$ cat src/include/io_fill_pkg.sv
/*
  Shared constants and types for the quad flash pin-level fill and idle logic.
  Assumes a single system clock domain; nothing here holds state.
*/
package io_fill_pkg;
  // 2-bit level selector choices for each data line
  typedef enum logic [1:0] {
    LVL_LOW  = 2'b00,
    LVL_HIGH = 2'b01,
    LVL_PREV = 2'b10,
    LVL_HIZ  = 2'b11
  } level_sel_t;

  // transfer width choice
  typedef enum logic [1:0] {
    WIDTH_1BIT = 2'b00,
    WIDTH_4BIT = 2'b10
  } width_t;

  localparam int          NUM_LINES      = 4;
  localparam logic [1:0]  IDLE_RST       = 2'b11;
  localparam logic [3:0]  LAST_VAL_RST   = 4'h0;
  localparam logic [3:0]  LAST_OE_RST    = 4'h0;
  localparam logic [3:0]  PIN_OUT_RST    = 4'h0;
  localparam logic [3:0]  PIN_OE_RST     = 4'h0;
  localparam logic        SEL_N_RST      = 1'b1;
  localparam logic [3:0]  PIN_IN_RST     = 4'h0;
endpackage

$ cat src/include/line_drive_if.sv
/*
  Carries one data line's chosen level and enable between the selector leaf
  and the top. Assumes both ends run on ref_clk.
*/
`timescale 1ns/1ps
interface line_drive_if;
  import io_fill_pkg::*;
  level_sel_t sel;
  logic       live_val;
  logic       live_oe;
  logic       last_val;
  logic       last_oe;
  logic       drv_val;
  logic       drv_oe;
  modport top  (output sel, output live_val, output live_oe, output last_val,
                output last_oe, input drv_val, input drv_oe);
  modport leaf (input sel, input live_val, input live_oe, input last_val,
                input last_oe, output drv_val, output drv_oe);
endinterface

$ cat src/hw/line_level_sel.sv
/*
  Combinational selector for one data line: picks low, high, held last bit
  or float, or passes live transfer data. Assumes inputs are already synchronous.
*/
`timescale 1ns/1ps
module line_level_sel
(
  input wire logic  use_live,
  line_drive_if.leaf drv
);
  import io_fill_pkg::*;

  // live data wins while the line carries transfer bits
  always_comb
  begin
    drv.drv_val = 1'b0;
    drv.drv_oe  = 1'b0;
    if (use_live)
    begin
      drv.drv_val = drv.live_val;
      drv.drv_oe  = drv.live_oe;
    end
    else
    begin
      case (drv.sel)
        LVL_LOW:
        begin
          drv.drv_val = 1'b0;
          drv.drv_oe  = 1'b1;
        end
        LVL_HIGH:
        begin
          drv.drv_val = 1'b1;
          drv.drv_oe  = 1'b1;
        end
        LVL_PREV:
        begin
          drv.drv_val = drv.last_val; // float again if it floated last time
          drv.drv_oe  = drv.last_oe;
        end
        default:
        begin
          drv.drv_val = 1'b0;
          drv.drv_oe  = 1'b0;
        end
      endcase
    end
  end
endmodule // line_level_sel

$ cat src/hw/io_fill_level.sv
/*
  Pin-level control of the four flash data lines: idle levels while the
  select is negated and fill levels on unused lines in single-line transfers.
  Assumes a sequencer on ref_clk supplies per-line data, enables and phase.
*/
`timescale 1ns/1ps

// How it works
// with select negated, line 0 follows its idle selector.
// in one-line transfers, line 3 follows its fill selector.
// in one-line transfers, line 2 follows its fill selector.
// in one-line read data phases, line 0 follows its read fill selector.
// software keeps line 0 read fill at float unless width is one line.
// with select negated, lines 1 to 3 follow their own idle selectors.
// transfer width is one or four lines, set by configuration.
// in four-line transfers, fill selectors are ignored; lines carry data.
module io_fill_level
(
  input  wire logic                   ref_clk,
  input  wire logic                   rst,
  input  wire logic                   xfer_active,
  input  wire logic                   read_phase,
  input  wire io_fill_pkg::width_t    transfer_data_width,
  input  wire io_fill_pkg::level_sel_t idle_level_line0,
  input  wire io_fill_pkg::level_sel_t idle_level_line1,
  input  wire io_fill_pkg::level_sel_t idle_level_line2,
  input  wire io_fill_pkg::level_sel_t idle_level_line3,
  input  wire io_fill_pkg::level_sel_t fill_level_line3,
  input  wire io_fill_pkg::level_sel_t fill_level_line2,
  input  wire io_fill_pkg::level_sel_t read_fill_level_line0,
  input  wire logic [3:0]             tx_data,
  input  wire logic [3:0]             tx_oe,
  input  wire logic [3:0]             flash_data_in,
  output logic [3:0]                  flash_data_out,
  output logic [3:0]                  flash_data_oe,
  output logic                        slave_select_n,
  output logic [3:0]                  rx_data
);
  import io_fill_pkg::*;

  //////////////////////////////////////////////////////////////////////////
  // state
  logic [3:0] sync1_r, sync1_nxt;
  logic [3:0] rx_r, rx_nxt;
  logic [3:0] last_val_r, last_val_nxt;
  logic [3:0] last_oe_r, last_oe_nxt;
  logic [3:0] out_r, out_nxt;
  logic [3:0] oe_r, oe_nxt;
  logic       sel_n_r, sel_n_nxt;
  logic [3:0] use_live;
  logic [3:0] drv_val;
  logic [3:0] drv_oe;
  level_sel_t sel_of [NUM_LINES];
  logic       one_line;

  assign one_line = (transfer_data_width == WIDTH_1BIT);

  //////////////////////////////////////////////////////////////////////////
  // per-line selector choice
  always_comb
  begin
    for (int i = 0; i < NUM_LINES; i++)
    begin
      sel_of[i]   = LVL_HIZ;
      use_live[i] = 1'b1;
    end
    if (!xfer_active)
    begin
      // idle: every line takes its own idle setting
      sel_of[0]   = idle_level_line0;
      sel_of[1]   = idle_level_line1;
      sel_of[2]   = idle_level_line2;
      sel_of[3]   = idle_level_line3;
      use_live    = 4'h0;
    end
    else if (one_line)
    begin
      // lines 2 and 3 are unused in one-line mode
      sel_of[2]   = fill_level_line2;
      sel_of[3]   = fill_level_line3;
      use_live[2] = 1'b0;
      use_live[3] = 1'b0;
      if (read_phase)
      begin
        // line 0 is idle during one-line read; software keeps it float otherwise
        sel_of[0]   = read_fill_level_line0;
        use_live[0] = 1'b0;
      end
    end
    // four-line: all lines stay live and the fill settings are ignored
  end

  //////////////////////////////////////////////////////////////////////////
  // one selector leaf per line
  generate
    for (genvar g = 0; g < NUM_LINES; g++)
    begin : g_line
      line_drive_if ld ();
      assign ld.sel      = sel_of[g];
      assign ld.live_val = tx_data[g];
      assign ld.live_oe  = tx_oe[g];
      assign ld.last_val = last_val_r[g];
      assign ld.last_oe  = last_oe_r[g];
      assign drv_val[g]  = ld.drv_val;
      assign drv_oe[g]   = ld.drv_oe;
      line_level_sel u_sel
      (
        .use_live (use_live[g]),
        .drv      (ld)
      );
    end
  endgenerate

  //////////////////////////////////////////////////////////////////////////
  // next values; last bit only tracks live transfer bits so idle can hold it
  always_comb
  begin
    sync1_nxt    = flash_data_in;
    rx_nxt       = sync1_r;
    out_nxt      = drv_val;
    oe_nxt       = drv_oe;
    sel_n_nxt    = ~xfer_active;
    last_val_nxt = last_val_r;
    last_oe_nxt  = last_oe_r;
    for (int i = 0; i < NUM_LINES; i++)
    begin
      if (xfer_active && use_live[i])
      begin
        last_val_nxt[i] = tx_data[i];
        last_oe_nxt[i]  = tx_oe[i];
      end
    end
  end

  // registers only; pins come from flops to avoid glitches on the flash
  always_ff @(posedge ref_clk)
  begin
    if (rst)
    begin
      sync1_r    <= PIN_IN_RST;
      rx_r       <= PIN_IN_RST;
      out_r      <= PIN_OUT_RST;
      oe_r       <= PIN_OE_RST;
      sel_n_r    <= SEL_N_RST;
      last_val_r <= LAST_VAL_RST;
      last_oe_r  <= LAST_OE_RST;
    end
    else
    begin
      sync1_r    <= sync1_nxt;
      rx_r       <= rx_nxt;
      out_r      <= out_nxt;
      oe_r       <= oe_nxt;
      sel_n_r    <= sel_n_nxt;
      last_val_r <= last_val_nxt;
      last_oe_r  <= last_oe_nxt;
    end
  end

  assign flash_data_out = out_r;
  assign flash_data_oe  = oe_r;
  assign slave_select_n = sel_n_r;
  assign rx_data        = rx_r;

  //////////////////////////////////////////////////////////////////////////
  // checks: idle levels while the select is negated
  a_idle_line0_low: assert property (@(posedge ref_clk) disable iff (rst)
    !xfer_active && idle_level_line0 == LVL_LOW |=> flash_data_oe[0] && !flash_data_out[0])
    else $error("line 0 idle low not driven");
  a_idle_select_off: assert property (@(posedge ref_clk) disable iff (rst)
    !xfer_active |=> slave_select_n)
    else $error("select not negated while idle");
  a_idle_line1_hiz: assert property (@(posedge ref_clk) disable iff (rst)
    !xfer_active && idle_level_line1 == LVL_HIZ |=> !flash_data_oe[1])
    else $error("line 1 idle float not honoured");
  a_idle_line3_high: assert property (@(posedge ref_clk) disable iff (rst)
    !xfer_active && idle_level_line3 == LVL_HIGH |=> flash_data_oe[3] && flash_data_out[3])
    else $error("line 3 idle high not driven");
  // hold-previous must replay the last live bit, float included
  a_idle_prev_hold: assert property (@(posedge ref_clk) disable iff (rst)
    xfer_active && one_line ##1 !xfer_active && idle_level_line1 == LVL_PREV
    |=> flash_data_oe[1] == $past(tx_oe[1], 2) && flash_data_out[1] == $past(tx_data[1], 2))
    else $error("line 1 idle hold lost last bit");

  //////////////////////////////////////////////////////////////////////////
  // checks: fill levels on unused lines in one-line transfers
  a_fill_line3_high: assert property (@(posedge ref_clk) disable iff (rst)
    xfer_active && one_line && fill_level_line3 == LVL_HIGH
    |=> flash_data_oe[3] && flash_data_out[3])
    else $error("line 3 fill high not driven");
  a_fill_line3_hiz: assert property (@(posedge ref_clk) disable iff (rst)
    xfer_active && one_line && fill_level_line3 == LVL_HIZ |=> !flash_data_oe[3])
    else $error("line 3 fill float not honoured");
  a_fill_line2_low: assert property (@(posedge ref_clk) disable iff (rst)
    xfer_active && one_line && fill_level_line2 == LVL_LOW
    |=> flash_data_oe[2] && !flash_data_out[2])
    else $error("line 2 fill low not driven");
  a_fill_line2_high: assert property (@(posedge ref_clk) disable iff (rst)
    xfer_active && one_line && fill_level_line2 == LVL_HIGH
    |=> flash_data_oe[2] && flash_data_out[2])
    else $error("line 2 fill high not driven");
  a_rdfill_line0: assert property (@(posedge ref_clk) disable iff (rst)
    xfer_active && one_line && read_phase && read_fill_level_line0 == LVL_HIZ
    |=> !flash_data_oe[0])
    else $error("line 0 read fill float not honoured");
  a_rdfill_line0_low: assert property (@(posedge ref_clk) disable iff (rst)
    xfer_active && one_line && read_phase && read_fill_level_line0 == LVL_LOW
    |=> flash_data_oe[0] && !flash_data_out[0])
    else $error("line 0 read fill low not driven");
  // width taken straight from the port, so a bad one_line decode shows up here
  a_width_one_fill: assert property (@(posedge ref_clk) disable iff (rst)
    xfer_active && transfer_data_width == WIDTH_1BIT && fill_level_line2 == LVL_HIZ
    |=> !flash_data_oe[2])
    else $error("one-line width did not apply line 2 fill");

  //////////////////////////////////////////////////////////////////////////
  // checks: live data and select during transfers
  a_quad_live: assert property (@(posedge ref_clk) disable iff (rst)
    xfer_active && !one_line |=> flash_data_oe == $past(tx_oe)
    && flash_data_out == $past(tx_data))
    else $error("quad transfer lines not live");
  a_select_follows: assert property (@(posedge ref_clk) disable iff (rst)
    xfer_active |=> !slave_select_n)
    else $error("select not asserted in transfer");
endmodule // io_fill_level

$ cat config.mk
export PLATFORM = sky130hd
export DESIGN_NAME = io_fill_level
export DESIGN_NICKNAME = d
export VERILOG_FILES = /design/src/include/io_fill_pkg.sv /design/src/include/line_drive_if.sv /design/src/hw/line_level_sel.sv /design/src/hw/io_fill_level.sv
export SDC_FILE = /design/constraint.sdc
export NUM_CORES = 1
export LEC_CHECK = 0
export ABC_AREA = 1
export BUFFER_PORTS_ARGS = -buffer_cell sky130_fd_sc_hd__buf_2
export CAP_MARGIN = 20
export CORE_MARGIN = 4
export CORE_UTILIZATION = 52
export CTS_BUF_LIST = sky130_fd_sc_hd__clkbuf_4 sky130_fd_sc_hd__clkbuf_8 sky130_fd_sc_hd__clkbuf_16
export CTS_CLUSTER_DIAMETER = 40
export DETAILED_ROUTE_END_ITERATION = 10
export GPL_TIMING_DRIVEN = 0
export MAX_ROUTING_LAYER = met4
export PLACE_DENSITY = 0.9
export SETUP_SLACK_MARGIN = 0.5
export SLEW_MARGIN = 20
export SYNTH_ARGS = -nofsm -noshare
export SYNTH_HDL_FRONTEND = slang
export SYNTH_SLANG_ARGS = --single-unit
export TNS_END_PERCENT = 20
$ cat constraint.sdc
create_clock -name ref_clk -period 2.35 [get_ports ref_clk]
set_input_delay 0.47 -clock ref_clk [delete_from_list [all_inputs] [get_ports ref_clk]]
set_output_delay 0.47 -clock ref_clk [all_outputs]
set_load 0.05 [all_outputs]
; ---- Yosys cells after proc, flatten, opt, wreduce, memory -nomap -nowiden
; Index checks and enable logic that the tools add are counted.
; Widths: inputs -> output; s select.
[op_classes]
mux = 28
n_eq_ne = 8
n_bitwise = 1
reduce_logical = 13
[ops]
columns = operator, n
row1 = $pmux 1 s2, 8
row2 = $mux 1, 12
row3 = $mux 2, 6
row4 = $logic_not 2->1, 5
row5 = $eq 2x1->1 const B, 4
row6 = $eq 2x2->1 const B, 4
row7 = $mux 4, 2
row8 = $reduce_or 2->1, 4
row9 = $logic_and 1x1->1, 4
row10 = $not 1->1, 1
[word_totals]
reg_bits = 25
wordCells = 63

; ---- Longest topological paths before layout
; Gate-level depths: netlist of the first run.
[depth]
word_depth = 7
ltp_mapped = 11
ltp_nobuf = 10

; ---- By module
; Synthesis of the first run repeated with hierarchy kept, for this count alone.
[hier_totals]
hier_cells = 202
area_unflattened_um2 = 1360.1
[modules_own_cells]
columns = mod, cells_per_inst, n_inst, area_per_inst_um2
row1 = io_fill_level, 118, 1, 904.6
row2 = line_level_sel, 21, 4, 113.9

; ---- Least setup slack after synthesis of the first run
; No wires, ideal clock.
[synth_timing]
path_type = input -> register
from = input xfer_active
to = register oe_r[0], in the netlist flash_data_oe[0]
setup_ns = 0.070
path_slack_ns = 0.751
required_time_ns = 2.280
path_buffers = 2
cell_stages = 10
arrival_time_ns = 1.529
cell_sequence = buf_6 -> buf_6 -> mux2i_1 -> nand2_1 -> inv_1 -> ha_1 -> nand2_1 -> a21oi_1 -> nand2_1 -> a21oi_1
[synth_via]
elab_chain_cells = 5
[synth_lines]
columns = element, line
row1 = from (decl), io_fill_level.sv:21  ; input wire logic xfer_active,
row2 = $mux 2, io_fill_level.sv:67  ; if (!xfer_active)
row3 = $eq 2x1->1 or $logic_not 2->1 (tied branches), line_level_sel.sv:25  ; case (drv.sel)
row4 = $reduce_or 2->1 (no source line), n/a
row5 = $pmux 1 s2, line_level_sel.sv:25
row6 = $mux 1 (*), line_level_sel.sv:18  ; if (use_live)
row7 = to (signal assigned), io_fill_level.sv:153  ; oe_r <= oe_nxt;
row8 = to (decl), io_fill_level.sv:48  ; logic [3:0] oe_r, oe_nxt;
; Mark *: on every way between the ends. The rest lies on a longest branch, timed or not.
; A chain may end at the register's enable or synchronous reset.

; ---- Worst setup path after layout of the first run
[layout_timing]
from = input transfer_data_width[1]
to = register oe_r[3], in the netlist flash_data_oe[3]
[layout_via]
elab_chain_cells = 7
[layout_lines]
columns = element, line
row1 = from (decl), io_fill_level.sv:23  ; input wire io_fill_pkg::width_t transfer_data_width,
row2 = $logic_not 2->1 (*), io_fill_level.sv:56  ; assign one_line = (transfer_data_width == WIDTH_1BIT);
row3 = $mux 4, io_fill_level.sv:76  ; else if (one_line)
row4 = $mux 4, io_fill_level.sv:67
row5 = $eq 2x1->1 or $logic_not 2->1 (tied branches), line_level_sel.sv:25
row6 = $reduce_or 2->1 (no source line), n/a
row7 = $pmux 1 s2, line_level_sel.sv:25
row8 = $mux 1 (*), line_level_sel.sv:18
; Marked as above.

==> reports/summary.md, run 1 <==
The number of cells on the worst reg-to-reg path is 4. The maximum fanout along the worst path was 10. In this run the worst setup path begins at transfer_data_width[1]. Cell at the slowest stage of the critical path: sky130_fd_sc_hd__nor2_4. Residual DRC count: 0. The via count of the first global-routing pass is 978. TritonCTS built the clock tree.

Derived from the worst setup path, the maximum achievable clock frequency is 671.7 MHz. The total clock buffers created by CTS was 3; the count of input and output buffers was 42. The cell area that synthesis handed to floorplanning was 1242 um^2.

In the post-synthesis netlist, the biggest area contributors are sky130_fd_sc_hd__dfxtp_1, sky130_fd_sc_hd__ha_1, sky130_fd_sc_hd__a21oi_1. The overall routing resource usage was 0.1535. The logs give 0.4028 for the fraction of the yosys area taken by sequential cells and 0.8018 nW for the leakage power. The number of buffers inserted by hold repair at cts is 0, and the net count after synthesis is 203. The run gives 0.5416 ns as the setup slack at placement.

The number of setup buffers added after CTS is 0. The path type of the worst setup path is input port to register. The clock arrives with 0.003074 ns of skew. The hold violation count in the final report was 0. The headroom to the max-slew limit was 0.6831. The final RePlAce weighted congestion was 0.8650.

Class of the most critical hold timing path: input port to register. In this run the vertical extent of the chip is 56.88 um. Global routing finished with a remaining overflow of 0. The total placed cells including tap cells is 226. The hold path startpoint is flash_data_in[1]. The number of gates resized after CTS was 0.

The number of primary I/O pins came out at 45. The post-layout minimum cycle time was 1.489 ns. Detailed placement finished with a half-perimeter wire length of 1898 um. Detailed routing inserted a total of 1,072 vias.

The cell seen most often among critical-path stages was sky130_fd_sc_hd__nand2_1. For this run, the number of standard cells in the final layout without fillers is 230. After the last flow step, the layout net total stands at 250.

For the flop-to-flop setup slack, the log shows 1.56 ns. The area enclosed by the die boundary is 3235 um^2, and the proportion of netlist area held by the largest area contributor is 0.4028. The worst register-to-register path begins at last_oe_r[2]. The run gives 1.73 ns as the data arrival time of the worst path. Grouping stages by cell kind, the critical path spends the most delay in simple AND/OR/NAND/NOR gates. At the later pin of the worst-skew pair, clock insertion delay measures 0.31 ns. Setup repair after global routing left no endpoint under its margin. The tools report the maximum root-to-sink buffer count as 2. The post-synthesis average cell area was 7.964 um^2; the max-cap check violation count was 0. In this run the horizontal extent of the chip is 56.88 um. Setup violations remaining at the end of the flow were counted as 0.

The clock root buffer master is sky130_fd_sc_hd__clkbuf_4. In the post-route analysis, the smallest setup slack over all paths is 0.8612 ns. The buffering stage count on the worst path with inverters included was 3.

The largest vdd supply drop is 0.5243 mV. The total power divided by cell area works out to 547.9 nW/um^2. The floorplan step defined a core boundary enclosing 2233 um^2. Once placement finished, the instance area stood at 1488 um^2. The register bit total from synthesis is 25, and the number of stages on the worst hold path is 3.

The run gives 0 as the number of nets with antenna violations after detailed routing. The first global-routing pass estimated 3967 um of wire. Before antenna repair, the detailed router went through 4 iterations. Leading area contributor after synthesis: sky130_fd_sc_hd__dfxtp_1.

The signal on the critical path passes through buf_2, nor2_4, nor2_8, inv_4, nand2_1, inv_1, ha_1, nand2_1, a21oi_1, nand2_1, a21oi_1. At the pin with the least slew margin, the transition time is 0.4753 ns. Leaving out fill and tap cells, the most frequent cell in the layout is sky130_fd_sc_hd__buf_2. The worst setup path is launched from an input port.

The worst hold slack is 0.3533 ns. At the worst endpoint, the required time is 2.59 ns. The filler cell count was 196. The path with the worst hold slack has its endpoint at rx_nxt[1]. The run gives 0 as the initial antenna violation count. The worst flop-to-flop path endpoint was flash_data_oe[2]. The area growth from synthesis to layout is 22.16%. For the initial standard-cell utilization of the core, the log shows 0.5563. For the final number of max-transition violations, the log shows 0.

Entering global routing, the biggest net connects 16 pins. For this run, the number of Yosys warnings is 0. The final setup TNS was 0 ns. The final critical-path share of the clock period is 0.6335. In the routed layout, each cell is associated on average with a via count of 4.661. The run finished with clean final reports. Clock-pin slew was measured on the worst setup and hold paths at 0.13 ns. The cell count after synthesis came out at 156.

The number of violations reported at the end of detailed-routing iteration 0 was 18; the clock sink count was 25. The fraction of layout instances using a drive strength above 1 came out at 0.2822. The H-tree level count came out at 1. The worst setup path is captured at a register. Dividing the detail-routed wire length by the instance count gives 10.29 um. In the layout the commonest cells are sky130_fd_sc_hd__buf_2, sky130_fd_sc_hd__nand2_1, sky130_fd_sc_hd__a21oi_1, sky130_fd_sc_hd__dfxtp_1.

0 antenna diodes ended up in the layout. The unique cell type count in the Yosys netlist came out at 18. The largest single stage delay on the critical path is 0.23 ns. The post-route cell area was 1518 um^2. The initialized floorplan defines 17 standard-cell rows. Wires add up to 2366 um.
==> through the flow <==
step	total power, mW	utilization
2_1_floorplan	0.5965	-
3_3_place_gp	0.6477	0.6661
3_5_place_dp	0.6521	0.6661
4_1_cts	0.8375	0.6796
5_1_grt	0.8749	0.6796
6_report	0.8316	0.6796
==> kinds of logic (layout without fill, tap and decap cells) <==
family	Yosys count	in the layout	synth area share
buffers and inverters	27	73	0.09969
flip-flops	25	25	0.4028
multiplexers	3	3	0.02417
AND/OR/NAND/NOR	59	59	0.2135
adder cells (fa/ha/maj)	15	15	0.1511
AO/OA/AOI/OAI	27	27	0.1088
==> how the worst max path moves through the flow <==
stage	to	slack, ns	cells past startpoint
after floorplan	flash_data_oe[0]	0.75	10
after global placement	flash_data_oe[2]	0.57	11
after detailed placement	flash_data_oe[3]	0.54	11
after CTS	flash_data_oe[3]	0.87	11
after global routing	flash_data_oe[2]	0.72	11
final	flash_data_oe[3]	0.86	11
==> flip-flops by register name, summed over array words and instances, names as in the netlist <==
register        flops
last_val_r          4
flash_data_out      4
last_oe_r           4
slave_select_n      1
rx_nxt              4
rx_data             4
flash_data_oe       4
==> tightest hold or removal path: stages <==
cell and delay, ns:
sky130_fd_sc_hd__buf_2 0.10, sky130_fd_sc_hd__inv_1 0.04, sky130_fd_sc_hd__nor2_1 0.03
==> routing by layer <==
| metal | GRT usage | routed length, um |
|---|---|---|
| met4 | 0.03311 | 13 |
| met5 | - | 0 |
| met2 | 0.2724 | 1192 |
| met3 | 0.02759 | 151 |
| met1 | 0.1790 | 1009 |
==> report_power, final <==
| group | internal [mW] | switching [mW] | total, mW |
|---|---|---|---|
| Sequential | 0.447 | 0.00654 | 0.453 |
| Clock | 0.0648 | 0.125 | 0.190 |
| Combinational | 0.0669 | 0.122 | 0.189 |
==> cells in the mapped netlist, drive strengths merged <==
master,n
clkbuf,1
buf,4
nor2,22
dfxtp,25
mux2i,3
nand2,34
or2,1
a21oi,25
ha,15
nand3,2
inv,22
o21ai,2
==> layout make-up <==
type,instances,area [um^2],area share
Clock inverter,1,7.507,0.004946
Multi-Input combinational cell,104,618.1,0.4073
Buffer,5,36.28,0.02391
Clock buffer,3,22.52,0.01484
Inverter,22,87.58,0.05771
Tap cell,28,35.03,0.02308
Timing Repair Buffer,42,210.2,0.1385
Sequential cell,25,500.5,0.3298
No activity file was read; power rests on OpenSTA's default activity.
==> inputs of run 2 (changes only) <==
- CORE_UTILIZATION: 52 -> 48
- PLACE_DENSITY: 0.9 -> 0.85
- clock period: 2.35 -> 1.4 ns (I/O delays scaled with it)
==> reports/summary.md, run 2 (synthesis gave the netlist of run 1 again) <==
The flow ran to the end, and the final reports show no timing, DRC or antenna violations. The cell depth of the worst flop-to-flop path is 4, and the final critical-path setup slack is 0.1136 ns. In this run the cell area measured after placement is 1535 um^2. The worst setup path is launched from an input port. For this run, the top clock speed supported by timing is 777.4 MHz. The overall routing resource usage is 0.1845.

The run gives 0 as the hold violation count in the final report. The tools report the hold path startpoint as flash_data_in[1]. The count of input and output buffers is 42. The worst setup path is of the input port to register kind.

The library cells used most frequently in the layout, excluding fill and tap cells, are sky130_fd_sc_hd__buf_2, sky130_fd_sc_hd__nand2_1, sky130_fd_sc_hd__dfxtp_1. The met3 demand-to-capacity share in global routing was 0.03509; the leakage power was 0.8591 nW. Entering global routing, the biggest net connects 16 pins. Power comes to 1.544 mW. Compared with the post-synthesis result, the final layout area differs by 47.94%. Setup repair after global routing could not meet its margin everywhere. Routability-driven placement finished with a final weighted congestion of 0.8528.

Summed over all failing endpoints, the final setup total negative slack is 0 ns. The flop-to-flop setup slack is 0.50 ns, and the final number of max-transition violations is 0. Dividing the detail-routed wire length by the instance count gives 13.03 um. The total congestion overflow after global routing was 0.

Most common cell after layout, fill and taps aside: sky130_fd_sc_hd__buf_2. The maximum fanout along the worst path is 3, and the total power divided by cell area is 840.0 nW/um^2. Dividing the detail-routed via count by the number of cells gives 4.788. Clock-pin slew was measured on the worst setup and hold paths at 0.14 ns. IR analysis of the VDD net gives a maximum drop of 0.7445 mV.

The critical path contains buffers and inverters numbering 3 combined. The tools report the total clock buffers created by CTS as 3. The die covers 3466 um^2. The run gives 0.32 ns as the insertion delay to the later sink of the worst-skew pair. The run gives 1.55 ns as the data arrival time of the worst path. The final critical-path share of the clock period works out to 0.9188. The via count of the first global-routing pass was 1,132. Setup violations remaining at the end of the flow were counted as 0. The required time at the endpoint of the critical path was 1.66 ns; the fraction of layout instances using a drive strength above 1 was 0.4667.

The delay of the slowest cell on the worst path was 0.23 ns. The post-route cell area came out at 1838 um^2. The floorplan has 18 rows. For hold timing, the worst endpoint is rx_nxt[1]. In this run the critical register-to-register path is captured at flash_data_out[1].

Max-cap violations in this run came to 0. The number of primary I/O pins is 45, and the total placed cells including tap cells is 228. The number of gates on the worst path with buffers counted works out to 11. The H-tree level count came out at 1. In this run the worst hold path is classified as input port to register. The critical path goes through buf_6, nor2_4, nand2_4, nand2_4, o21ai_4, inv_2, ha_4, inv_1, a21oi_2, nand2_1, a21oi_2. Once detailed placement completed, the half-perimeter wirelength came to 1965 um. Before CTS, the worst setup slack after placement is -0.2607 ns. The height of the chip is 58.88 um, and the number of violations reported at the end of detailed-routing iteration 0 is 20. The initial antenna violation count was 0; the pin slew with the least headroom to its limit was 0.6001 ns.

The number of iterations in the first detailed-routing pass is 4. The cell at the slowest stage of the critical path is sky130_fd_sc_hd__nor2_4. The logs give 0.1443 ns for the worst hold slack and 2 for the maximum root-to-sink buffer count.

The die is 58.88 um wide. The first global-routing pass estimated 4664 um of wire. The worst path needs 1.286 ns of the cycle, external delays included. The number of nets with antenna violations after detailed routing was 0; the number of vias in the routed layout was 1,149.

The count of cells in the finished layout, fillers not included, comes to 240. The tools report the clock sink count as 25. The run gives 0 as the residual DRC count.

TritonCTS built the clock tree. Summed over all layers, the routed wires come to 3126 um. The share of the core filled with cells is 0.7419, and the number of stages on the worst hold path is 3. On the final layout, the worst clock skew is 0.001290 ns. The tools report the headroom to the max-slew limit as 0.5999. The tools report the initial standard-cell utilization of the core as 0.5015. The peak-usage layer in the global routing report was met2. The tools report the antenna diode count as 0. The core region is 2477 um^2.

The run gives 0.3249 as the global routing usage on met2. The fraction of met1 tracks used by global routing was 0.1954. The worst setup path is captured at a register. Worst reg2reg path startpoint: last_val_r[1]. On the critical path the largest part of the delay comes from simple AND/OR/NAND/NOR gates.

For this run, the post-layout net count is 258. The tools report the clock root buffer master as sky130_fd_sc_hd__clkbuf_4.
run 2: how the worst max path moves through the flow:
stage,endpoint,startpoint,slack [ns]
3_3_place_gp,flash_data_oe[2],transfer_data_width[1],-0.24
4_1_cts,flash_data_oe[3],flash_data_oe[3],0.19
6_report,flash_data_out[0],transfer_data_width[1],0.11
5_1_grt,flash_data_out[0],transfer_data_width[1],0.06
3_5_place_dp,flash_data_oe[0],transfer_data_width[1],-0.26
2_1_floorplan,flash_data_oe[0],xfer_active,0.03
run 2: worst register-to-register path: cells and delay by family (launching register included):
kind | cells | cell delay (ns)
flops | 1 | 0.34
compound gates | 2 | 0.32
buf+inv | 1 | 0.04
simple gates | 1 | 0.07
run 2: what timing repair did:
action                                  CTS  global route
resized for setup                        42             7
hold buffers                              0             0
pin swaps                                21            10
gates cloned                              0             0
endpoints found under the hold margin     0             0
endpoints found under the setup margin   21            21
setup buffers                             7             1
run 2: layout make-up:
cell class,instances,area (um^2)
Timing Repair Buffer,50,286.5
Tap cell,30,37.54
Clock buffer,3,22.52
Multi-Input combinational cell,104,834.6
Sequential cell,25,500.5
Fill cell,187,639.4
Inverter,22,100.1
Clock inverter,1,7.507
Buffer,5,48.80
run 2: power breakdown:
| part | switching, mW | total [mW] | internal [mW] |
|---|---|---|---|
| logic | 0.273 | 0.450 | 0.176 |
| registers | 0.0131 | 0.763 | 0.750 |
| clock network | 0.222 | 0.331 | 0.109 |
run 2: metal layers:
metal | up-vias | wire [um]
li1 | 592 | -
met1 | 519 | 1225
met2 | 30 | 1686
met3 | 8 | 135
met4 | 0 | 79
met5 | - | 0
